<file path="src/rgmc_pkg.sv">
// package: register map, field layout and timing constants for the gain/modulation control block
// Function
// - setting filter calibration start runs a self-timed 200 us calibration
// - both automatic-select bits 18 and 19 set enable the automatic gain loop
// - with gain loop off, host filter gain field sets the filter gain level
// - front amp gain field writable by host and updated by gain loop
// - low threshold bits 4..10 reset 30, high bits 11..17 reset 70
// - step wait is delay times sequencer divider; default delay 10, keep at least 25 us
// - gain loop passes through at most five gain changes
// - signal level digitised to a 7-bit code, 80 levels, used by readback and loop
// - readback holds level code in bits 4..10 plus amp gain code in bits 2..3 and filter gain code in bits 0..1
// - amp gain codes 11/10/01/00, filter gain codes 10/01/00
// - offset clock divider bits 4..5 selects crystal divide by 4, 8 or 16
// - deviation number bits 15..23, values 1 to 511
// - frequency shift keying offsets the divider up or down by deviation per data bit
// - modulation scheme selected by bits 6..8 of transmit modulation register
// - output power from bits 9..14, independent of the data line level
// - bit 4 clear powers down output stage; bits 30..31 set bias
// - rx/tx select bit 27 zero shorts the receive amplifier input
// - correlator register bit 15 selects amp mode, bit 18 mixer linearity
// - bits 22..23 of oscillator/filter register select channel filter bandwidth
// - demodulator select bits 4..5 choose correlator or linear demodulator
// - demodulator select 01 enables correlator, 00 enables linear
package rgmc_pkg;
   localparam logic [7:0] ADDR_DIVIDER = 8'h00;
   localparam logic [7:0] ADDR_OSC_FILTER = 8'h04;
   localparam logic [7:0] ADDR_TX_MOD = 8'h08;
   localparam logic [7:0] ADDR_RX_CLOCK = 8'h0C;
   localparam logic [7:0] ADDR_DEMOD = 8'h10;
   localparam logic [7:0] ADDR_CORREL = 8'h18;
   localparam logic [7:0] ADDR_GAIN_CTRL = 8'h24;
   localparam logic [7:0] ADDR_GAIN_DELAY = 8'h28;
   localparam logic [7:0] ADDR_READBACK = 8'h40;
   localparam logic [7:0] ADDR_STATUS = 8'h44;
   localparam logic [7:0] ADDR_CENTER = 8'h48;
   localparam int TXMOD_PA_EN = 4;
   localparam int TXMOD_SCHEME_LO = 6;
   localparam int TXMOD_POWER_LO = 9;
   localparam int TXMOD_DEV_LO = 15;
   localparam int TXMOD_BIAS_LO = 30;
   localparam int DIV_RXTX = 27;
   localparam int OSC_BW_LO = 22;
   localparam int RXCLK_OFS_LO = 4;
   localparam int DEMOD_SEL_LO = 4;
   localparam int CORR_AMP_MODE = 15;
   localparam int CORR_MIXER_LIN = 18;
   localparam int CORR_CAL_START = 19;
   localparam int CORR_CAL_DIV_LO = 20;
   localparam int GAIN_LOW_LO = 4;
   localparam int GAIN_HIGH_LO = 11;
   localparam int GAIN_AUTO_A = 18;
   localparam int GAIN_AUTO_B = 19;
   localparam int GAIN_AMP_LO = 20;
   localparam int GAIN_FILT_LO = 22;
   localparam int GDLY_DELAY_LO = 0;
   localparam int GDLY_SEQDIV_LO = 8;
   localparam logic [31:0] RST_DIVIDER = 32'h0800_0000;
   localparam logic [31:0] RST_OSC_FILTER = 32'h0000_0000;
   localparam logic [31:0] RST_TX_MOD = 32'h0000_0010;
   localparam logic [31:0] RST_RX_CLOCK = 32'h0000_0000;
   localparam logic [31:0] RST_DEMOD = 32'h0000_0010;
   localparam logic [31:0] RST_CORREL = 32'h0000_0000;
   localparam logic [6:0] RST_LOW_THR = 7'h1E;
   localparam logic [6:0] RST_HIGH_THR = 7'h46;
   localparam logic [7:0] RST_GAIN_DELAY = 8'h0A;
   localparam logic [15:0] RST_SEQ_DIV = 16'h0001;
   localparam logic [1:0] AMP_HIGH = 2'h3;
   localparam logic [1:0] AMP_MED = 2'h2;
   localparam logic [1:0] AMP_LOW = 2'h1;
   localparam logic [1:0] AMP_XLOW = 2'h0;
   localparam logic [1:0] FILT_HIGH = 2'h2;
   localparam logic [1:0] FILT_MED = 2'h1;
   localparam logic [1:0] FILT_LOW = 2'h0;
   localparam logic [1:0] DEMOD_LINEAR = 2'h0;
   localparam logic [1:0] DEMOD_CORREL = 2'h1;
   localparam logic [6:0] LEVEL_MAX = 7'h4F;
   localparam int GAIN_STEPS_MAX = 5;
   localparam int CLK_MHZ = 250;
   localparam int CAL_TIME_US = 200;
   localparam int CAL_CYCLES = CAL_TIME_US * CLK_MHZ;
   localparam logic [31:0] RV_STATUS_CAL = 32'h0000_0001;
   typedef struct packed {
      logic pa_enable;
      logic [5:0] pa_power;
      logic [1:0] pa_bias;
      logic [2:0] mod_scheme;
      logic amp_input_short_switch;
      logic front_amp_mode_select;
      logic mixer_linearity;
      logic [1:0] filter_bw;
      logic [1:0] offset_clock_divider;
      logic corr_demod_en;
      logic linear_demod_en;
      logic [1:0] front_amp_gain_field;
      logic [1:0] filter_gain;
      logic filter_cal_busy;
   } rgmc_ctrl_t;
endpackage : rgmc_pkg

</file>
<file path="src/rgmc_top.sv">
// top: apb register file, filter calibration timer, gain loop and fsk divider select
//
// The placing of the registers and register access over APB were decided locally.
module rgmc_top #(
   parameter int CAL_CYCLES = rgmc_pkg::CAL_CYCLES
) (
   input wire logic pclk, // clock
   input wire logic presetn, // async reset, active low
   input wire logic psel, // apb select
   input wire logic penable, // apb enable
   input wire logic pwrite, // apb direction
   input wire logic [7:0] paddr, // apb byte address
   input wire logic [31:0] pwdata, // apb write data
   output logic [31:0] prdata, // apb read data
   output logic pready, // apb ready
   output logic pslverr, // apb error
   input wire logic [6:0] received_level_measure, // 7-bit level code from converter
   input wire logic transmit_bit_line, // transmit data bit
   output logic [22:0] synth_divider, // divider value incl. fsk offset
   output rgmc_pkg::rgmc_ctrl_t ctrl // analog control bundle
);
   typedef enum {ST_IDLE, ST_WAIT} rgmc_agc_t;
   logic [31:0] divider_reg, osc_reg, txmod_reg, rxclk_reg, demod_reg, correl_reg;
   logic [6:0] low_thr_reg, high_thr_reg;
   logic [1:0] auto_sel_reg, amp_gain_reg, filt_gain_reg;
   logic [7:0] delay_reg;
   logic [15:0] seq_div_reg;
   logic [22:0] center_reg;
   logic [6:0] level_reg;
   logic [17:0] cal_cnt_reg;
   logic cal_busy_reg;
   logic [23:0] wait_cnt_reg;
   logic [2:0] steps_reg;
   rgmc_agc_t agc_reg;
   logic agc_on, wr_en, rd_en, mapped, step_down, step_up;
   logic [31:0] rd_mux;
   logic [22:0] div_reg;
   logic [8:0] dev;

   function automatic logic is_mapped(input logic [7:0] a);
      is_mapped = a inside {rgmc_pkg::ADDR_DIVIDER, rgmc_pkg::ADDR_OSC_FILTER,
         rgmc_pkg::ADDR_TX_MOD, rgmc_pkg::ADDR_RX_CLOCK, rgmc_pkg::ADDR_DEMOD,
         rgmc_pkg::ADDR_CORREL, rgmc_pkg::ADDR_GAIN_CTRL, rgmc_pkg::ADDR_GAIN_DELAY,
         rgmc_pkg::ADDR_READBACK, rgmc_pkg::ADDR_STATUS, rgmc_pkg::ADDR_CENTER};
   endfunction : is_mapped

   assign mapped = is_mapped(paddr);
   assign wr_en = psel && penable && pwrite && mapped;
   // read data is captured in the setup cycle so it stands through the access phase
   assign rd_en = psel && !penable && !pwrite;
   assign pready = 1'b1;
   assign pslverr = psel && penable && !mapped;
   assign agc_on = &auto_sel_reg;

   always_ff @(posedge pclk or negedge presetn) begin
      if (!presetn) begin
         divider_reg <= rgmc_pkg::RST_DIVIDER;
         osc_reg <= rgmc_pkg::RST_OSC_FILTER;
         txmod_reg <= rgmc_pkg::RST_TX_MOD;
         rxclk_reg <= rgmc_pkg::RST_RX_CLOCK;
         demod_reg <= rgmc_pkg::RST_DEMOD;
         correl_reg <= rgmc_pkg::RST_CORREL;
         low_thr_reg <= rgmc_pkg::RST_LOW_THR;
         high_thr_reg <= rgmc_pkg::RST_HIGH_THR;
         auto_sel_reg <= 2'h0;
         delay_reg <= rgmc_pkg::RST_GAIN_DELAY;
         seq_div_reg <= rgmc_pkg::RST_SEQ_DIV;
         center_reg <= 23'h000000;
      end else if (wr_en && !cal_busy_reg) begin
         unique case (paddr)
            rgmc_pkg::ADDR_DIVIDER: divider_reg <= pwdata;
            rgmc_pkg::ADDR_OSC_FILTER: osc_reg <= pwdata;
            rgmc_pkg::ADDR_TX_MOD: txmod_reg <= pwdata;
            rgmc_pkg::ADDR_RX_CLOCK: rxclk_reg <= pwdata;
            rgmc_pkg::ADDR_DEMOD: demod_reg <= pwdata;
            rgmc_pkg::ADDR_CORREL: correl_reg <= pwdata & ~(32'h1 << rgmc_pkg::CORR_CAL_START);
            rgmc_pkg::ADDR_GAIN_CTRL: begin
               low_thr_reg <= pwdata[rgmc_pkg::GAIN_LOW_LO +: 7];
               high_thr_reg <= pwdata[rgmc_pkg::GAIN_HIGH_LO +: 7];
               auto_sel_reg <= {pwdata[rgmc_pkg::GAIN_AUTO_B], pwdata[rgmc_pkg::GAIN_AUTO_A]};
            end
            rgmc_pkg::ADDR_GAIN_DELAY: begin
               delay_reg <= pwdata[rgmc_pkg::GDLY_DELAY_LO +: 8];
               seq_div_reg <= pwdata[rgmc_pkg::GDLY_SEQDIV_LO +: 16];
            end
            rgmc_pkg::ADDR_CENTER: center_reg <= pwdata[22:0];
            default: ;
         endcase
      end
   end

   // calibration: self-timed, bus writes ignored while it runs
   always_ff @(posedge pclk or negedge presetn) begin
      if (!presetn) begin
         cal_busy_reg <= 1'b0;
         cal_cnt_reg <= 18'h00000;
      end else if (cal_busy_reg) begin
         if (cal_cnt_reg == 18'(CAL_CYCLES - 1)) begin
            cal_busy_reg <= 1'b0;
         end
         cal_cnt_reg <= cal_cnt_reg + 18'h00001;
      end else if (wr_en && paddr == rgmc_pkg::ADDR_CORREL
            && pwdata[rgmc_pkg::CORR_CAL_START]) begin
         cal_busy_reg <= 1'b1;
         cal_cnt_reg <= 18'h00000;
      end
   end

   always_ff @(posedge pclk or negedge presetn) begin
      if (!presetn) begin
         level_reg <= 7'h00;
      end else begin
         level_reg <= (received_level_measure > rgmc_pkg::LEVEL_MAX) ?
            rgmc_pkg::LEVEL_MAX : received_level_measure;
      end
   end

   assign step_down = level_reg > high_thr_reg;
   assign step_up = level_reg < low_thr_reg;

   // gain loop; gain order from top: amp11/f10, amp10/f10, amp10/f01, amp10/f00, 01/00, 00/00
   always_ff @(posedge pclk or negedge presetn) begin
      if (!presetn) begin
         agc_reg <= ST_IDLE;
         wait_cnt_reg <= 24'h000000;
         steps_reg <= 3'h0;
         amp_gain_reg <= rgmc_pkg::AMP_HIGH;
         filt_gain_reg <= rgmc_pkg::FILT_HIGH;
      end else if (wr_en && !cal_busy_reg && paddr == rgmc_pkg::ADDR_GAIN_CTRL) begin
         amp_gain_reg <= pwdata[rgmc_pkg::GAIN_AMP_LO +: 2];
         filt_gain_reg <= pwdata[rgmc_pkg::GAIN_FILT_LO +: 2];
         agc_reg <= ST_IDLE;
         steps_reg <= 3'h0;
      end else if (!agc_on) begin
         agc_reg <= ST_IDLE;
         steps_reg <= 3'h0;
      end else begin
         unique case (agc_reg)
            ST_IDLE: begin
               if (steps_reg < 3'(rgmc_pkg::GAIN_STEPS_MAX) && (step_down || step_up)) begin
                  agc_reg <= ST_WAIT;
                  steps_reg <= steps_reg + 3'h1;
                  wait_cnt_reg <= 24'(delay_reg * seq_div_reg);
                  if (step_down) begin
                     if (amp_gain_reg == rgmc_pkg::AMP_HIGH) begin
                        amp_gain_reg <= rgmc_pkg::AMP_MED;
                     end else if (amp_gain_reg == rgmc_pkg::AMP_MED
                           && filt_gain_reg != rgmc_pkg::FILT_LOW) begin
                        filt_gain_reg <= filt_gain_reg - 2'h1;
                     end else if (amp_gain_reg != rgmc_pkg::AMP_XLOW) begin
                        amp_gain_reg <= amp_gain_reg - 2'h1;
                     end
                  end else begin
                     if (amp_gain_reg == rgmc_pkg::AMP_XLOW
                           || amp_gain_reg == rgmc_pkg::AMP_LOW) begin
                        amp_gain_reg <= amp_gain_reg + 2'h1;
                     end else if (amp_gain_reg == rgmc_pkg::AMP_MED
                           && filt_gain_reg != rgmc_pkg::FILT_HIGH) begin
                        filt_gain_reg <= filt_gain_reg + 2'h1;
                     end else begin
                        amp_gain_reg <= rgmc_pkg::AMP_HIGH;
                        filt_gain_reg <= rgmc_pkg::FILT_HIGH;
                     end
                  end
               end
            end
            ST_WAIT: begin
               if (wait_cnt_reg <= 24'h000001) begin
                  agc_reg <= ST_IDLE;
               end
               wait_cnt_reg <= wait_cnt_reg - 24'h000001;
            end
            default: agc_reg <= ST_IDLE;
         endcase
      end
   end

   assign dev = txmod_reg[rgmc_pkg::TXMOD_DEV_LO +: 9];
   always_ff @(posedge pclk or negedge presetn) begin
      if (!presetn) begin
         div_reg <= 23'h000000;
      end else begin
         div_reg <= transmit_bit_line ? center_reg + 23'(dev) : center_reg - 23'(dev);
      end
   end
   assign synth_divider = div_reg;

   always_comb begin
      rd_mux = 32'h0000_0000;
      unique case (paddr)
         rgmc_pkg::ADDR_DIVIDER: rd_mux = divider_reg;
         rgmc_pkg::ADDR_OSC_FILTER: rd_mux = osc_reg;
         rgmc_pkg::ADDR_TX_MOD: rd_mux = txmod_reg;
         rgmc_pkg::ADDR_RX_CLOCK: rd_mux = rxclk_reg;
         rgmc_pkg::ADDR_DEMOD: rd_mux = demod_reg;
         rgmc_pkg::ADDR_CORREL: rd_mux = correl_reg;
         rgmc_pkg::ADDR_GAIN_CTRL: rd_mux = {8'h00, filt_gain_reg, amp_gain_reg, auto_sel_reg,
            high_thr_reg, low_thr_reg, 4'h0};
         rgmc_pkg::ADDR_GAIN_DELAY: rd_mux = {8'h00, seq_div_reg, delay_reg};
         rgmc_pkg::ADDR_READBACK: rd_mux = {21'h000000, level_reg, amp_gain_reg,
            filt_gain_reg};
         rgmc_pkg::ADDR_STATUS: rd_mux = cal_busy_reg ? rgmc_pkg::RV_STATUS_CAL : 32'h0000_0000;
         rgmc_pkg::ADDR_CENTER: rd_mux = {9'h000, center_reg};
         default: rd_mux = 32'h0000_0000;
      endcase
   end

   always_ff @(posedge pclk or negedge presetn) begin
      if (!presetn) begin
         prdata <= 32'h0000_0000;
      end else if (rd_en) begin
         prdata <= rd_mux;
      end
   end

   always_comb begin
      ctrl.pa_enable = txmod_reg[rgmc_pkg::TXMOD_PA_EN];
      ctrl.pa_power = txmod_reg[rgmc_pkg::TXMOD_POWER_LO +: 6];
      ctrl.pa_bias = txmod_reg[rgmc_pkg::TXMOD_BIAS_LO +: 2];
      ctrl.mod_scheme = txmod_reg[rgmc_pkg::TXMOD_SCHEME_LO +: 3];
      ctrl.amp_input_short_switch = !divider_reg[rgmc_pkg::DIV_RXTX];
      ctrl.front_amp_mode_select = correl_reg[rgmc_pkg::CORR_AMP_MODE];
      ctrl.mixer_linearity = correl_reg[rgmc_pkg::CORR_MIXER_LIN];
      ctrl.filter_bw = osc_reg[rgmc_pkg::OSC_BW_LO +: 2];
      ctrl.offset_clock_divider = rxclk_reg[rgmc_pkg::RXCLK_OFS_LO +: 2];
      ctrl.corr_demod_en = demod_reg[rgmc_pkg::DEMOD_SEL_LO +: 2] == rgmc_pkg::DEMOD_CORREL;
      ctrl.linear_demod_en =
         demod_reg[rgmc_pkg::DEMOD_SEL_LO +: 2] == rgmc_pkg::DEMOD_LINEAR;
      ctrl.front_amp_gain_field = amp_gain_reg;
      ctrl.filter_gain = filt_gain_reg;
      ctrl.filter_cal_busy = cal_busy_reg;
   end

   property p_cal_start;
      @(posedge pclk) disable iff (!presetn)
      (wr_en && !cal_busy_reg && paddr == rgmc_pkg::ADDR_CORREL
         && pwdata[rgmc_pkg::CORR_CAL_START])
      |=> cal_busy_reg;
   endproperty
   a_cal_start: assert property (p_cal_start) else $error("calibration did not start");
   property p_cal_end;
      @(posedge pclk) disable iff (!presetn)
      $fell(cal_busy_reg) |-> $past(cal_cnt_reg) == 18'(CAL_CYCLES - 1);
   endproperty
   a_cal_end: assert property (p_cal_end) else $error("calibration length wrong");
   property p_agc_off;
      @(posedge pclk) disable iff (!presetn)
      !agc_on |-> agc_reg == ST_IDLE;
   endproperty
   a_agc_off: assert property (p_agc_off) else $error("gain loop active while disabled");
   property p_manual_gain;
      @(posedge pclk) disable iff (!presetn)
      (!agc_on && !wr_en) |=> $stable(filt_gain_reg);
   endproperty
   a_manual_gain: assert property (p_manual_gain) else $error("filter gain moved");
   property p_steps;
      @(posedge pclk) disable iff (!presetn)
      steps_reg <= 3'(rgmc_pkg::GAIN_STEPS_MAX);
   endproperty
   a_steps: assert property (p_steps) else $error("too many gain steps");
   property p_wait;
      @(posedge pclk) disable iff (!presetn)
      (agc_reg == ST_IDLE ##1 agc_reg == ST_WAIT) |->
         wait_cnt_reg == 24'($past(delay_reg) * $past(seq_div_reg));
   endproperty
   a_wait: assert property (p_wait) else $error("step wait wrong");
   property p_fsk;
      @(posedge pclk) disable iff (!presetn)
      ##1 synth_divider == ($past(transmit_bit_line) ? $past(center_reg) + 23'($past(dev))
         : $past(center_reg) - 23'($past(dev)));
   endproperty
   a_fsk: assert property (p_fsk) else $error("fsk divider wrong");
   property p_short;
      @(posedge pclk) disable iff (!presetn)
      (wr_en && !cal_busy_reg && paddr == rgmc_pkg::ADDR_DIVIDER)
      |=> ctrl.amp_input_short_switch == !$past(pwdata[rgmc_pkg::DIV_RXTX]);
   endproperty
   a_short: assert property (p_short) else $error("switch state wrong");
   property p_level;
      @(posedge pclk) disable iff (!presetn)
      level_reg <= rgmc_pkg::LEVEL_MAX;
   endproperty
   a_level: assert property (p_level) else $error("level code above range");
   c_cal: cover property (@(posedge pclk) disable iff (!presetn) $fell(cal_busy_reg));
   c_down: cover property (@(posedge pclk) disable iff (!presetn)
      agc_on && step_down && agc_reg == ST_IDLE);
   c_up: cover property (@(posedge pclk) disable iff (!presetn)
      agc_on && step_up && agc_reg == ST_IDLE);
   c_five: cover property (@(posedge pclk) disable iff (!presetn) steps_reg == 3'h5);
endmodule : rgmc_top

</file>
<file path="config.mk">
export PLATFORM = sky130hd
export DESIGN_NAME = rgmc_top
export DESIGN_NICKNAME = d
export VERILOG_FILES = /design/src/rgmc_pkg.sv /design/src/rgmc_top.sv
export SDC_FILE = /design/constraint.sdc
export NUM_CORES = 1
export LEC_CHECK = 0
export ABC_AREA = 1
export BUFFER_PORTS_ARGS = -buffer_cell sky130_fd_sc_hd__buf_2
export CAP_MARGIN = 30
export CORE_UTILIZATION = 45
export DETAILED_ROUTE_END_ITERATION = 6
export GPL_ROUTABILITY_DRIVEN = 0
export PLACE_DENSITY = 0.59
export RECOVER_POWER = 25
export REMOVE_ABC_BUFFERS = 1
export SLEW_MARGIN = 25
export SYNTH_ARGS = -nofsm -noshare
export SYNTH_HDL_FRONTEND = slang
export SYNTH_SLANG_ARGS = --single-unit
</file>
<file path="constraint.sdc">
create_clock -name pclk -period 13.6 [get_ports pclk]
set_clock_uncertainty 0.2 [all_clocks]
set_input_delay 2.04 -clock pclk [delete_from_list [all_inputs] [get_ports pclk]]
set_output_delay 2.04 -clock pclk [all_outputs]
set_load 0.02 [all_outputs]
</file>
## Word-level counts from Yosys, hierarchy flattened

Cells that the tools add are included.

| storage, ports and cells | value |
|---|---|
| flip-flop bits (word level) | 398 |
| input port bits | 53 |
| output and inout port bits | 83 |
| logic and storage cells | 152 |

| operators by class | value |
|---|---|
| $add $sub $neg | 9 |
| multiply operators | 1 |
| magnitude comparators | 5 |
| equality and inequality tests | 28 |
| multiplexer cells | 39 |
| bitwise gates (word level) | 1 |
| reduce and logical (&&, ||, !) cells | 47 |

Operators with widths:

| kind | number |
|---|---|
| $pmux W32 S11 | 1 |
| $mux W32 | 4 |
| $pmux W32 S2 | 1 |
| $pmux W24 S2 | 1 |
| $mux W2 | 19 |
| $mux W18 | 2 |
| $eq A32 B1 Y1 const B | 1 |
| $logic_not A32 Y1 | 1 |
| $eq A8 B7 Y1 const B | 3 |
| $le A24 B1 Y1 const B | 1 |
| $mul A8 B16 Y24 | 1 |
| $mux W24 | 1 |
| $reduce_and A2 Y1 | 12 |
| $sub A24 B1 Y24 const B | 1 |
| $add A23 B9 Y23 | 1 |
| $mux W23 | 1 |
| $sub A23 B9 Y23 | 1 |
| $add A18 B1 Y18 const B | 1 |
| $eq A18 B16 Y1 const B | 1 |
| $eq A8 B4 Y1 const B | 2 |
| $eq A8 B5 Y1 const B | 2 |
| $eq A8 B6 Y1 const B | 2 |
| $ne A4 B4 Y1 const B | 4 |
| $reduce_bool A2 Y1 | 7 |
| 26 further kinds | 59 |

## Longest topological paths before layout

Gate-level depths: netlist of run 1.

| logic depth | value |
|---|---|
| depth after elaboration | 9 |
| gate-level depth with buffers | 26 |
| gate-level depth less buffers | 24 |

## Worst setup path after synthesis of run 1

No wires, ideal clock.

| path | value |
|---|---|
| path kind | input -> output |
| start | input port paddr[2] |
| end | output port pslverr |
| data arrival time | 2.734 ns |
| required time | 11.360 ns |
| setup slack | 8.626 ns |
| stages on the path | 7 |
| buffers on the path | 0 |
| path through | nand2_1 > inv_1 > nand2_1 > nor2_1 > nor2_1 > nand3_2 > nor2_1 |

| on the way | value |
|---|---|
| word-level cells in the longest chain between the ends | 4 |
| elaborated cells on any way between the ends | 14 |
| classes of those cells | eq/ne: 10; reduce/logical: 4 |

RTL lines:

| what | line | RTL |
|---|---|---|
| start, declared | rgmc_top.sv:12 | `input wire logic [7:0] paddr,` |
| $eq A8 B3 Y1 (tied with other cells) | rgmc_top.sv:41 | `is_mapped = a inside {rgmc_pkg::ADDR_DIVIDER, rgmc_pkg::ADDR_OSC_FILTER,` |
| $reduce_bool A11 Y1 (*) | rgmc_top.sv:41 |  |
| $logic_not A1 Y1 (*) | rgmc_top.sv:52 | `assign pslverr = psel && penable && !mapped;` |
| $logic_and A1 B1 Y1 (*) | rgmc_top.sv:52 |  |
| end, declared | rgmc_top.sv:16 | `output logic pslverr,` |

Every way passes the cells marked *; elsewhere a longest branch is shown, timed or not.

==> insert_results.sql, run 1 <==
INSERT INTO impl_metrics (metric_group, metric, value, unit) VALUES
('power_and_ir_drop', 'seqPwrFrac', '44.9', '%'),
('detailed_routing', 'detail_route.first_pass.iterations', '5', ''),
('grt', 'gr-total-overflow', '0', ''),
('floorplan', 'io-pin-count', '136', ''),
('floorplan', 'die_boundary_width', '228', 'um'),
('sta', 'timing.max_slew.rel_slack', '-313', '%'),
('cells_and_area', 'final_net_count', '3242', ''),
('cells_and_area', 'mostFrequentLayoutCell', 'sky130_fd_sc_hd__nand2_1', ''),
('synthesis', 'synth_edf_count', '0', ''),
('sta', 'maxSlewViolCount', '116', ''),
('worst_setup_path', 'family_with_the_most_delay_on_the_worst_path', 'buffers and inverters', ''),
('synthesis', 'post_synth_instance_area', '0.0230', 'mm^2'),
('cts', 'cts-root-to-sink-buffers', '3', ''),
('detailed_routing', 'drt_iter0_drc', '1478', ''),
('detailed_routing', 'route.detailed.vias_per_inst', '5.27', ''),
('worst_setup_path', 'critical-path-top-cell-by-count', 'sky130_fd_sc_hd__buf_4', ''),
('detailed_routing', 'route.vias.total', '19600', ''),
('detailed_routing', 'drt_wl_total', '66100', 'um'),
('sta', 'final.period_utilization', '59.1', '%'),
('worst_setup_path', 'path_buf_inv', '3', ''),
('min_path', 'hold_path_class', 'register to register', ''),
('synthesis', 'synth_sequential_area_ratio', '40.0', '%'),
('synthesis', 'synth_top_flop_cell', 'sky130_fd_sc_hd__dfrtp_1', ''),
('synthesis', 'synth.yosys.warnings', '0', ''),
('synthesis', 'syn_avg_cell_area', '7.79', 'um^2'),
('grt', 'first_global_vias', '19200', ''),
('placed_design', 'placed_cell_area', '0.0240', 'mm^2'),
('cts', 'htreeDepth', '2', ''),
('sta', 'fin_tns_setup', '0', 'ns'),
('floorplan', 'core-area', '0.0503', 'mm^2'),
('sta', 'timing.final.setup_violations', '0', ''),
('sta', 'max_freq', '124', 'MHz'),
('synthesis', 'synth_cell_types', '51', ''),
('power_and_ir_drop', 'power_report.internal_total', '1870', 'uW'),
('flow_run', 'max-cap-violations', '1', ''),
('grt', 'grt_start_max_net_pins', '116', ''),
('worst_setup_path', 'path_depth', '3', ''),
('outcome', 'outcome', 'finished with violations', ''),
('worst_setup_path', 'crit_type', 'input pin to async pin', ''),
('power_and_ir_drop', 'static_leakage', '0.0134', 'uW'),
('cts', 'holdBufCountCts', '0', ''),
('cells_and_area', 'layout-area-overhead-vs-synth', '10.9', '%'),
('cells_and_area', 'final_layout_size_suffix_gt1_share', '8.34', '%'),
('cts', 'clock_insertion_delay_worst_skew', '0.59', 'ns'),
('sta', 'final_period_minus_worst_setup_slack', '8.04', 'ns'),
('worst_setup_path', 'timing.critical_path.from_type', 'input pin', ''),
('sta', 'worst_slack', '5.56', 'ns'),
('cells_and_area', 'layout_common_cells', 'sky130_fd_sc_hd__nand2_1 (779), sky130_fd_sc_hd__inv_1 (525), sky130_fd_sc_hd__dfrtp_1 (351), sky130_fd_sc_hd__o21ai_0 (284), sky130_fd_sc_hd__nor2_1 (133)', ''),
('power_and_ir_drop', 'power_density', '96.7', 'mW/mm^2'),
('placed_design', 'port_buffers', '134', ''),
('floorplan', 'dieHeight', '228', 'um'),
('min_path', 'whs_path_depth', '2', ''),
('outcome', 'violations_in_the_final_reports', 'capacitance limit, slew limit', ''),
('floorplan', 'fp-row-count', '82', ''),
('worst_setup_path', 'end_kind', 'async pin', ''),
('sta', 'tightest_slew', '6.19', 'ns'),
('cts', 'clock_root_buffer_master', 'sky130_fd_sc_hd__clkbuf_16', ''),
('power_and_ir_drop', 'ir_drop', '0.0000998', 'V'),
('power_and_ir_drop', 'power.switching', '594', 'uW'),
('cells_and_area', 'fin_area', '0.0255', 'mm^2'),
('grt', 'antenna_found_initial', '3', ''),
('cts', 'post-cts-setup-buffers', '0', ''),
('cts', 'numClockSinks', '367', ''),
('detailed_routing', 'route.detailed.wl_per_inst', '17.8', 'um'),
('sta', 'rsz0062_at_grt', 'false', ''),
('cells_and_area', 'final_core_util', '50.8', '%'),
('synthesis', 'flip_flop_and_latch_count_after_synthesis', '367', ''),
('synthesis', 'number_of_instances_in_the_synthesized_netlist', '2956', ''),
('sta', 'finalHoldViolCount', '0', ''),
('detailed_routing', 'drc_errors', '0', ''),
('floorplan', 'die_area', '0.0521', 'mm^2');
routing by layer:
layer	wire length, um	vias up	GRT usage, %
li1	-	9443	-
met5	13	-	0
met1	30300	9550	35.2
met4	1490	2	6.40
met3	3400	85	3.93
met2	30900	515	42.4
cell usage after synthesis, types with 4 or more instances:
cell type / count / area [um^2]
sky130_fd_sc_hd__xnor2_1: 14 / 123
sky130_fd_sc_hd__nor2_1: 135 / 507
sky130_fd_sc_hd__fa_1: 85 / 1700
sky130_fd_sc_hd__nor4_1: 7 / 43.8
sky130_fd_sc_hd__a21oi_1: 127 / 636
sky130_fd_sc_hd__clkbuf_2: 5 / 25.0
sky130_fd_sc_hd__o21ai_0: 284 / 1420
sky130_fd_sc_hd__nand3b_1: 6 / 45.0
sky130_fd_sc_hd__o21a_1: 44 / 330
sky130_fd_sc_hd__o21bai_1: 5 / 37.5
sky130_fd_sc_hd__xor2_1: 25 / 219
sky130_fd_sc_hd__o22ai_1: 54 / 338
sky130_fd_sc_hd__nand3_1: 99 / 495
sky130_fd_sc_hd__o221ai_1: 6 / 52.6
sky130_fd_sc_hd__ha_1: 93 / 1160
sky130_fd_sc_hd__nand2_1: 780 / 2930
sky130_fd_sc_hd__o211ai_1: 6 / 45.0
sky130_fd_sc_hd__dfrtp_1: 351 / 8780
sky130_fd_sc_hd__a221oi_1: 15 / 131
sky130_fd_sc_hd__nor2_8: 6 / 120
sky130_fd_sc_hd__o31ai_1: 8 / 60.1
sky130_fd_sc_hd__nor3_1: 19 / 95.1
sky130_fd_sc_hd__nand2_2: 4 / 25.0
sky130_fd_sc_hd__a21o_1: 5 / 37.5
sky130_fd_sc_hd__a31oi_1: 12 / 75.1
sky130_fd_sc_hd__nand4_1: 22 / 138
sky130_fd_sc_hd__buf_1: 5 / 18.8
sky130_fd_sc_hd__buf_2: 35 / 175
sky130_fd_sc_hd__buf_4: 25 / 188
sky130_fd_sc_hd__clkbuf_1: 73 / 274
sky130_fd_sc_hd__a211oi_1: 4 / 30.0
sky130_fd_sc_hd__dfstp_2: 16 / 420
sky130_fd_sc_hd__o21ai_1: 27 / 135
sky130_fd_sc_hd__inv_1: 526 / 1970
worst reg2reg max path, delay by kind of cell, from the launching register on:
kind	cells	cell delay, ns
flip-flops	1	0.87
buffers and inverters	4	0.30
AO/OA/AOI/OAI	3	0.47
AND/OR/NAND/NOR	6	0.79
adder cells (fa/ha/maj)	5	2.34
power by group through the flow:
stage                     clock [uW]  combinational, uW  sequential (uW)
after floorplan                    0               48.0             1140
after global placement             0                129             1130
after detailed placement           0                131             1130
after CTS                       1250                131             1110
after global routing            1300                144             1110
final                           1230                129             1110
area by class of cell:
cell class	instances	area (um^2)
sequential	367	9200
inverter	532	2000
multi-input combinational	1911	11100
antenna	1	2.50
fill	4955	24700
clock inverter	18	260
clock buffer	62	1250
timing repair buffer	156	861
tap	672	841
through the flow:
step | hold slack (ns) | cells
3_3_place_gp | 0.260 | 3634
3_5_place_dp | 0.260 | 3636
6_report | 0.277 | 3719
2_1_floorplan | 0.253 | 2810
5_1_grt | 0.297 | 3718
4_1_cts | 0.280 | 3716
cells by family after synthesis:
family                     Yosys count  share of synthesized area (%)
and+or+nand+nor                   1086                           19.4
adders and majority gates          178                           12.4
xor gates and xnor gates            39                           1.48
AOI/OAI and AO/OA                  606                           14.8
buffers and inverters              678                           11.8
DFF                                367                           40.0
muxes                                1                         0.0489
other                                1                         0.0163
worst paths after layout:
kind	from	endpoint	slack, ns
worst max-delay path	presetn	osc_reg[24]	5.56
worst min-delay path	prdata[23]	prdata[23]	0.28
worst max register to register	delay_reg[4]	wait_cnt_reg[13]	8.48
worst min register to register	prdata[23]	prdata[23]	0.28
max in group pclk	paddr[7]	pslverr	8.01
min in group asynchronous	presetn	divider_reg[11]	3.55
Power figures use the tool's default switching activity.
==> run 2: changes to the inputs <==
==> constraint.sdc (replaced) <==
create_clock -name pclk -period 7.9 [get_ports pclk]
set_clock_uncertainty 0.2 [all_clocks]
set_input_delay 1.185 -clock pclk [delete_from_list [all_inputs] [get_ports pclk]]
set_output_delay 1.185 -clock pclk [all_outputs]
set_load 0.02 [all_outputs]
==> insert_results.sql, run 2 (same netlist as run 1, synthesis figures left out) <==
INSERT INTO impl_metrics (metric_group, metric, value, unit) VALUES
('outcome', 'outcome', 'finished with violations', ''),
('outcome', 'violations_in_the_final_reports', 'capacitance limit, slew limit', ''),
('worst_setup_path', 'timing.critical_path.required', '8.16', 'ns'),
('min_path', 'whs_endpoint', 'prdata[1]', ''),
('sta', 'fin_hold_ws', '0.276', 'ns'),
('grt', 'grtUsageTotal', '26.1', '%'),
('worst_setup_path', 'end_kind', 'register', ''),
('cells_and_area', 'regArea', '0.00920', 'mm^2'),
('floorplan', 'dieHeight', '228', 'um'),
('worst_setup_path', 'timing.critical_path.from_type', 'register', ''),
('floorplan', 'fp-row-count', '82', ''),
('detailed_routing', 'drt_wl_total', '66700', 'um'),
('worst_setup_path', 'timing.reg2reg.setup_slack', '2.79', 'ns'),
('min_path', 'hold_path_class', 'register to register', ''),
('power_and_ir_drop', 'ir_drop', '0.000116', 'V'),
('worst_setup_path', 'regToRegStartpoint', 'delay_reg[7]', ''),
('cells_and_area', 'multi_input_comb_area', '0.0111', 'mm^2'),
('detailed_routing', 'detail_route.first_pass.iterations', '6', ''),
('cts', 'holdBufCountCts', '0', ''),
('placed_design', 'port_buffers', '134', ''),
('worst_setup_path', 'critPathArrivalTime', '5.37', 'ns'),
('cts', 'clock_root_buffer_master', 'sky130_fd_sc_hd__clkbuf_16', ''),
('detailed_routing', 'route.vias.total', '19600', ''),
('cts', 'numClockSinks', '367', ''),
('power_and_ir_drop', 'static_leakage', '0.0134', 'uW'),
('floorplan', 'io-pin-count', '136', ''),
('cts', 'path_clk_slew', '0.06', 'ns'),
('cells_and_area', 'fillerInstances', '4921', ''),
('floorplan', 'start_util', '45.8', '%'),
('sta', 'fin_tns_setup', '0', 'ns'),
('detailed_routing', 'route.detailed.wl_per_inst', '17.9', 'um'),
('power_and_ir_drop', 'power.share.combinational', '5.3', '%'),
('cells_and_area', 'final_layout_size_suffix_gt1_share', '8.71', '%'),
('cts', 'clock_insertion_delay_worst_skew', '0.59', 'ns'),
('sta', 'final_period_minus_worst_setup_slack', '5.11', 'ns'),
('cts', 'cts-resized-gates', '0', ''),
('cells_and_area', 'n_antenna_cell', '0', ''),
('sta', 'rsz0062_at_grt', 'false', ''),
('cts', 'cts-root-to-sink-buffers', '3', ''),
('floorplan', 'die_area', '0.0521', 'mm^2'),
('cts', 'post-cts-setup-buffers', '0', ''),
('floorplan', 'die_boundary_width', '228', 'um'),
('cells_and_area', 'mostFrequentLayoutCell', 'sky130_fd_sc_hd__nand2_1', ''),
('sta', 'timing.max_slew.rel_slack', '-118', '%'),
('cts', 'cts_buffer_count', '43', ''),
('sta', 'timing.final.setup_violations', '0', ''),
('sta', 'max_freq', '196', 'MHz'),
('grt', 'antenna_found_initial', '1', ''),
('grt', 'first_global_vias', '19700', ''),
('worst_setup_path', 'crit_type', 'register to register', ''),
('power_and_ir_drop', 'power_report.internal_total', '3190', 'uW'),
('power_and_ir_drop', 'power_density', '164', 'mW/mm^2'),
('detailed_routing', 'route.antenna.remaining_nets', '0', ''),
('detailed_routing', 'drt_iter0_drc', '1588', ''),
('min_path', 'hold_start', 'prdata[1]', ''),
('sta', 'final.period_utilization', '64.6', '%'),
('placed_design', 'detailed_place_hpwl', '46800', 'um'),
('floorplan', 'core-area', '0.0503', 'mm^2'),
('min_path', 'whs_path_depth', '2', ''),
('worst_setup_path', 'worstRegToRegCells', '19', ''),
('sta', 'finalHoldViolCount', '0', ''),
('power_and_ir_drop', 'power.switching', '1010', 'uW'),
('sta', 'tightest_slew', '3.26', 'ns'),
('cells_and_area', 'final_core_util', '50.7', '%'),
('grt', 'grt_start_max_net_pins', '166', ''),
('flow_run', 'max-cap-violations', '1', ''),
('detailed_routing', 'route.detailed.vias_per_inst', '5.28', ''),
('cts', 'cts_tree', 'built', ''),
('sta', 'maxSlewViolCount', '58', ''),
('worst_setup_path', 'worstReg2RegEnd', 'wait_cnt_reg[14]', ''),
('grt', 'grt_first_pass_wirelength', '108000', 'um'),
('power_and_ir_drop', 'switching_share', '24.0', '%'),
('cells_and_area', 'final_net_count', '3240', ''),
('detailed_routing', 'drc_errors', '0', ''),
('cells_and_area', 'layout-area-overhead-vs-synth', '10.8', '%'),
('cts', 'htreeDepth', '2', ''),
('power_and_ir_drop', 'clkPwrFrac', '49.2', '%'),
('grt', 'gr-total-overflow', '0', ''),
('cells_and_area', 'layout_common_cells', 'sky130_fd_sc_hd__nand2_1 (779), sky130_fd_sc_hd__inv_1 (525), sky130_fd_sc_hd__dfrtp_1 (351), sky130_fd_sc_hd__o21ai_0 (284), sky130_fd_sc_hd__nor2_1 (133)', ''),
('worst_setup_path', 'cp_max_fo', '17', ''),
('power_and_ir_drop', 'seqPwrFrac', '45.5', '%');
-- run 2: cell type report --
type,count,area share (%)
clock inverters,16,0.913
flip-flops and latches,367,36.1
inverters,532,7.85
multi-input cells,1911,43.6
well taps,672,3.30
repair buffers,154,3.40
clock buffers,62,4.85
-- run 2: worst max path at each step --
stage | startpoint | end | slack, ns | depth (start not counted)
2_1_floorplan | penable | prdata[19] | 3.28 | 3
3_3_place_gp | delay_reg[7] | wait_cnt_reg[14] | 2.93 | 19
3_5_place_dp | delay_reg[7] | wait_cnt_reg[14] | 2.87 | 19
4_1_cts | delay_reg[7] | wait_cnt_reg[14] | 2.85 | 19
5_1_grt | delay_reg[4] | wait_cnt_reg[15] | 2.50 | 19
6_report | delay_reg[7] | wait_cnt_reg[14] | 2.79 | 19
-- run 2: layer usage --
layer	up-vias	global-route usage (%)	routed length, um
met5	-	0	12
met4	2	8.18	1690
met3	102	3.71	3740
met2	600	43.2	31200
met1	9472	35.4	30000
li1	9425	-	-
-- run 2: metrics by stage --
step,power [uW],instance area (um^2),setup WS (ns),cells
final,4190,25500,2.79,3714
after global routing,4340,25500,2.50,3714
after CTS,4240,25500,2.85,3712
after detailed placement,2170,24000,2.87,3634
after global placement,2160,24000,2.93,3634
after floorplan,2040,22300,3.28,2810
-- run 2: critical path, cell delays in order (launching register included) --
cell                      delay, ns
sky130_fd_sc_hd__dfrtp_1       0.74
sky130_fd_sc_hd__nand2_1       0.18
sky130_fd_sc_hd__fa_1          0.55
sky130_fd_sc_hd__fa_1          0.57
sky130_fd_sc_hd__inv_1         0.06
sky130_fd_sc_hd__fa_1          0.53
sky130_fd_sc_hd__inv_1         0.05
sky130_fd_sc_hd__fa_1          0.53
sky130_fd_sc_hd__inv_1         0.04
sky130_fd_sc_hd__ha_1          0.35
sky130_fd_sc_hd__nand2_1       0.09
sky130_fd_sc_hd__nand2_1       0.08
sky130_fd_sc_hd__nand2_1       0.09
sky130_fd_sc_hd__nand3_1       0.14
sky130_fd_sc_hd__nand2_1       0.10
sky130_fd_sc_hd__nand2_1       0.08
sky130_fd_sc_hd__o21ai_0       0.37
sky130_fd_sc_hd__nand2_1       0.09
sky130_fd_sc_hd__nand2_1       0.07
sky130_fd_sc_hd__nand2_1       0.06
-- run 2: power groups by stage --
| stage | sequential (uW) | clock (uW) | combinational, uW |
|---|---|---|---|
| after floorplan | 1960 | 0 | 82.6 |
| after global placement | 1940 | 0 | 222 |
| after detailed placement | 1940 | 0 | 224 |
| after CTS | 1910 | 2110 | 225 |
| after global routing | 1910 | 2190 | 249 |
| final | 1910 | 2060 | 223 |
==> run 3: changes to the inputs <==
==> constraint.sdc (replaced) <==
create_clock -name pclk -period 4.9 [get_ports pclk]
set_clock_uncertainty 0.2 [all_clocks]
set_input_delay 0.735 -clock pclk [delete_from_list [all_inputs] [get_ports pclk]]
set_output_delay 0.735 -clock pclk [all_outputs]
set_load 0.02 [all_outputs]
==> insert_results.sql, run 3 (same netlist as run 1, synthesis figures left out) <==
INSERT INTO impl_metrics (metric_group, metric, value, unit) VALUES
('cts', 'cts_buffer_count', '43', ''),
('power_and_ir_drop', 'power.share.combinational', '5.5', '%'),
('worst_setup_path', 'family_with_the_most_delay_on_the_worst_path', 'adder cells', ''),
('worst_setup_path', 'end_kind', 'register', ''),
('cts', 'numClockSinks', '367', ''),
('cts', 'cts_tree', 'built', ''),
('power_and_ir_drop', 'power.switching', '1590', 'uW'),
('power_and_ir_drop', 'power_density', '255', 'mW/mm^2'),
('worst_setup_path', 'cp_max_fo', '6', ''),
('floorplan', 'start_util', '45.8', '%'),
('power_and_ir_drop', 'static_leakage', '0.0135', 'uW'),
('sta', 'max_freq', '213', 'MHz'),
('sta', 'finalHoldViolCount', '0', ''),
('worst_setup_path', 'crit_chain', 'buf_6 > nand2_1 > fa_1 > fa_1 > inv_1 > fa_1 > inv_1 > fa_1 > inv_1 > ha_4 > nand2_1 > nand2_1 > nand2_1 > a21boi_0 > o21ai_0 > nand3_1 > nand2_1 > nand3_1 > nand2_1 > nand2_1 > nand2_1', ''),
('outcome', 'outcome', 'finished with violations', ''),
('sta', 'fin_tns_setup', '0', 'ns'),
('detailed_routing', 'drt_wl_total', '67300', 'um'),
('sta', 'worst_slack', '0.199', 'ns'),
('worst_setup_path', 'timing.critical_path.from_type', 'register', ''),
('floorplan', 'die_boundary_width', '228', 'um'),
('power_and_ir_drop', 'ir_drop', '0.000241', 'V'),
('detailed_routing', 'drt_iter0_drc', '1418', ''),
('sta', 'timing.max_slew.rel_slack', '-98.4', '%'),
('cts', 'path_clk_slew', '0.06', 'ns'),
('outcome', 'violations_in_the_final_reports', 'capacitance limit, slew limit', ''),
('worst_setup_path', 'slowest_delay', '0.66', 'ns'),
('worst_setup_path', 'path_buf_inv', '4', ''),
('cells_and_area', 'mostFrequentLayoutCell', 'sky130_fd_sc_hd__nand2_1', ''),
('power_and_ir_drop', 'seqPwrFrac', '46.7', '%'),
('grt', 'gr-total-overflow', '0', ''),
('placed_design', 'port_buffers', '134', ''),
('cts', 'clock_root_buffer_master', 'sky130_fd_sc_hd__clkbuf_16', ''),
('cells_and_area', 'final_layout_size_suffix_gt1_share', '10.9', '%'),
('power_and_ir_drop', 'switching_share', '24.1', '%'),
('floorplan', 'io-pin-count', '136', ''),
('grt', 'grt_first_pass_wirelength', '107000', 'um'),
('grt', 'antenna_found_initial', '4', ''),
('detailed_routing', 'route.vias.total', '19800', ''),
('detailed_routing', 'route.antenna.remaining_nets', '0', ''),
('worst_setup_path', 'critPathArrivalTime', '4.95', 'ns'),
('detailed_routing', 'route.detailed.vias_per_inst', '5.28', ''),
('power_and_ir_drop', 'clkPwrFrac', '47.8', '%'),
('floorplan', 'dieHeight', '228', 'um'),
('placed_design', 'placement.setup.worst_slack', '-0.0981', 'ns'),
('floorplan', 'core-area', '0.0503', 'mm^2'),
('floorplan', 'fp-row-count', '82', ''),
('cts', 'htreeDepth', '2', ''),
('sta', 'tightest_slew', '2.98', 'ns'),
('grt', 'grtUsageTotal', '26.0', '%'),
('worst_setup_path', 'crit_path_top_delay_cell', 'sky130_fd_sc_hd__dfstp_4', ''),
('grt', 'first_global_vias', '19200', ''),
('sta', 'timing.final.setup_violations', '0', ''),
('placed_design', 'detailed_place_hpwl', '48600', 'um'),
('power_and_ir_drop', 'total_power', '6590', 'uW'),
('min_path', 'hold_path_class', 'input pin to register', ''),
('detailed_routing', 'detail_route.first_pass.iterations', '5', ''),
('cells_and_area', 'fillerInstances', '4861', ''),
('cts', 'cts-root-to-sink-buffers', '3', ''),
('detailed_routing', 'drc_errors', '0', ''),
('worst_setup_path', 'timing.critical_path.required', '5.15', 'ns'),
('sta', 'final.period_utilization', '95.9', '%'),
('detailed_routing', 'route.detailed.wl_per_inst', '18.0', 'um'),
('sta', 'final_period_minus_worst_setup_slack', '4.70', 'ns'),
('power_and_ir_drop', 'power_report.internal_total', '5000', 'uW'),
('cts', 'clock_insertion_delay_worst_skew', '0.58', 'ns'),
('sta', 'rsz0062_at_grt', 'true', ''),
('cells_and_area', 'layout-area-overhead-vs-synth', '12.4', '%'),
('cts', 'holdBufCountCts', '0', ''),
('grt', 'grt_start_max_net_pins', '117', ''),
('sta', 'maxSlewViolCount', '116', ''),
('cells_and_area', 'final_net_count', '3269', ''),
('flow_run', 'max-cap-violations', '1', ''),
('worst_setup_path', 'critical-path-top-cell-by-count', 'sky130_fd_sc_hd__nand2_1', ''),
('sta', 'fin_hold_ws', '0.149', 'ns'),
('worst_setup_path', 'crit_type', 'register to register', ''),
('floorplan', 'die_area', '0.0521', 'mm^2'),
('cells_and_area', 'layout_common_cells', 'sky130_fd_sc_hd__nand2_1 (773), sky130_fd_sc_hd__inv_1 (525), sky130_fd_sc_hd__dfrtp_1 (343), sky130_fd_sc_hd__o21ai_0 (275), sky130_fd_sc_hd__buf_2 (131)', '');
[run 3: path summary, 6_finish.rpt]
kind / slack, ns / from / end / depth (start not counted)
setup / recovery: 0.20 / delay_reg[3] / wait_cnt_reg[22] / 21
hold reg to reg: 0.27 / prdata[1] / prdata[1] / 2
hold / removal: 0.15 / received_level_measure[1] / level_reg[1] / 3
min in group asynchronous: 0.88 / presetn / divider_reg[12] / 1
max in group asynchronous: 0.87 / presetn / seq_div_reg[5] / 2
setup reg to reg: 0.20 / delay_reg[3] / wait_cnt_reg[22] / 21
[run 3: power groups by stage]
stage	Sequential [uW]	Combinational [uW]	Clock, uW
finish	3080	364	3150
global route	3080	406	3330
CTS	3080	370	3210
detailed placement	3130	370	0
global placement	3130	365	0
floorplan	3160	133	0
[run 3: layout make-up]
type                            instances  area, um^2  area share [%]
Multi-Input combinational cell       1911       11300            43.7
Clock buffer                           67        1270            4.90
Tap cell                              672         841            3.25
Clock inverter                         10         113           0.435
Antenna cell                            2        5.00          0.0193
Sequential cell                       367        9220            35.6
Timing Repair Buffer                  183        1120            4.31
Inverter                              532        2000            7.74
[run 3: stage by stage]
stage          cell area (um^2)  util (%)  cells
2_1_floorplan             22300         -   2810
3_3_place_gp              24200      48.2   3657
3_5_place_dp              24200      48.2   3658
4_1_cts                   25600      50.9   3735
5_1_grt                   25900      51.5   3743
6_report                  25900      51.5   3744
[run 3: tightest hold or removal path, stage by stage]
cell,delay (ns)
sky130_fd_sc_hd__buf_2,0.08
sky130_fd_sc_hd__inv_1,0.03
sky130_fd_sc_hd__nand2_1,0.05
[run 3: repair_timing]
action	4_1_cts	5_1_grt
pin swaps	0	11
gates resized for setup	4	62
setup buffers	0	6
endpoints found under the hold margin	0	0
setup endpoints to repair	4	16
[run 3: per-layer routing]
layer / routed length (um) / track usage (%)
met1: 30000 / 35.4
met2: 31600 / 42.8
met3: 4110 / 4.35
met4: 1570 / 6.92
met5: 23 / 0
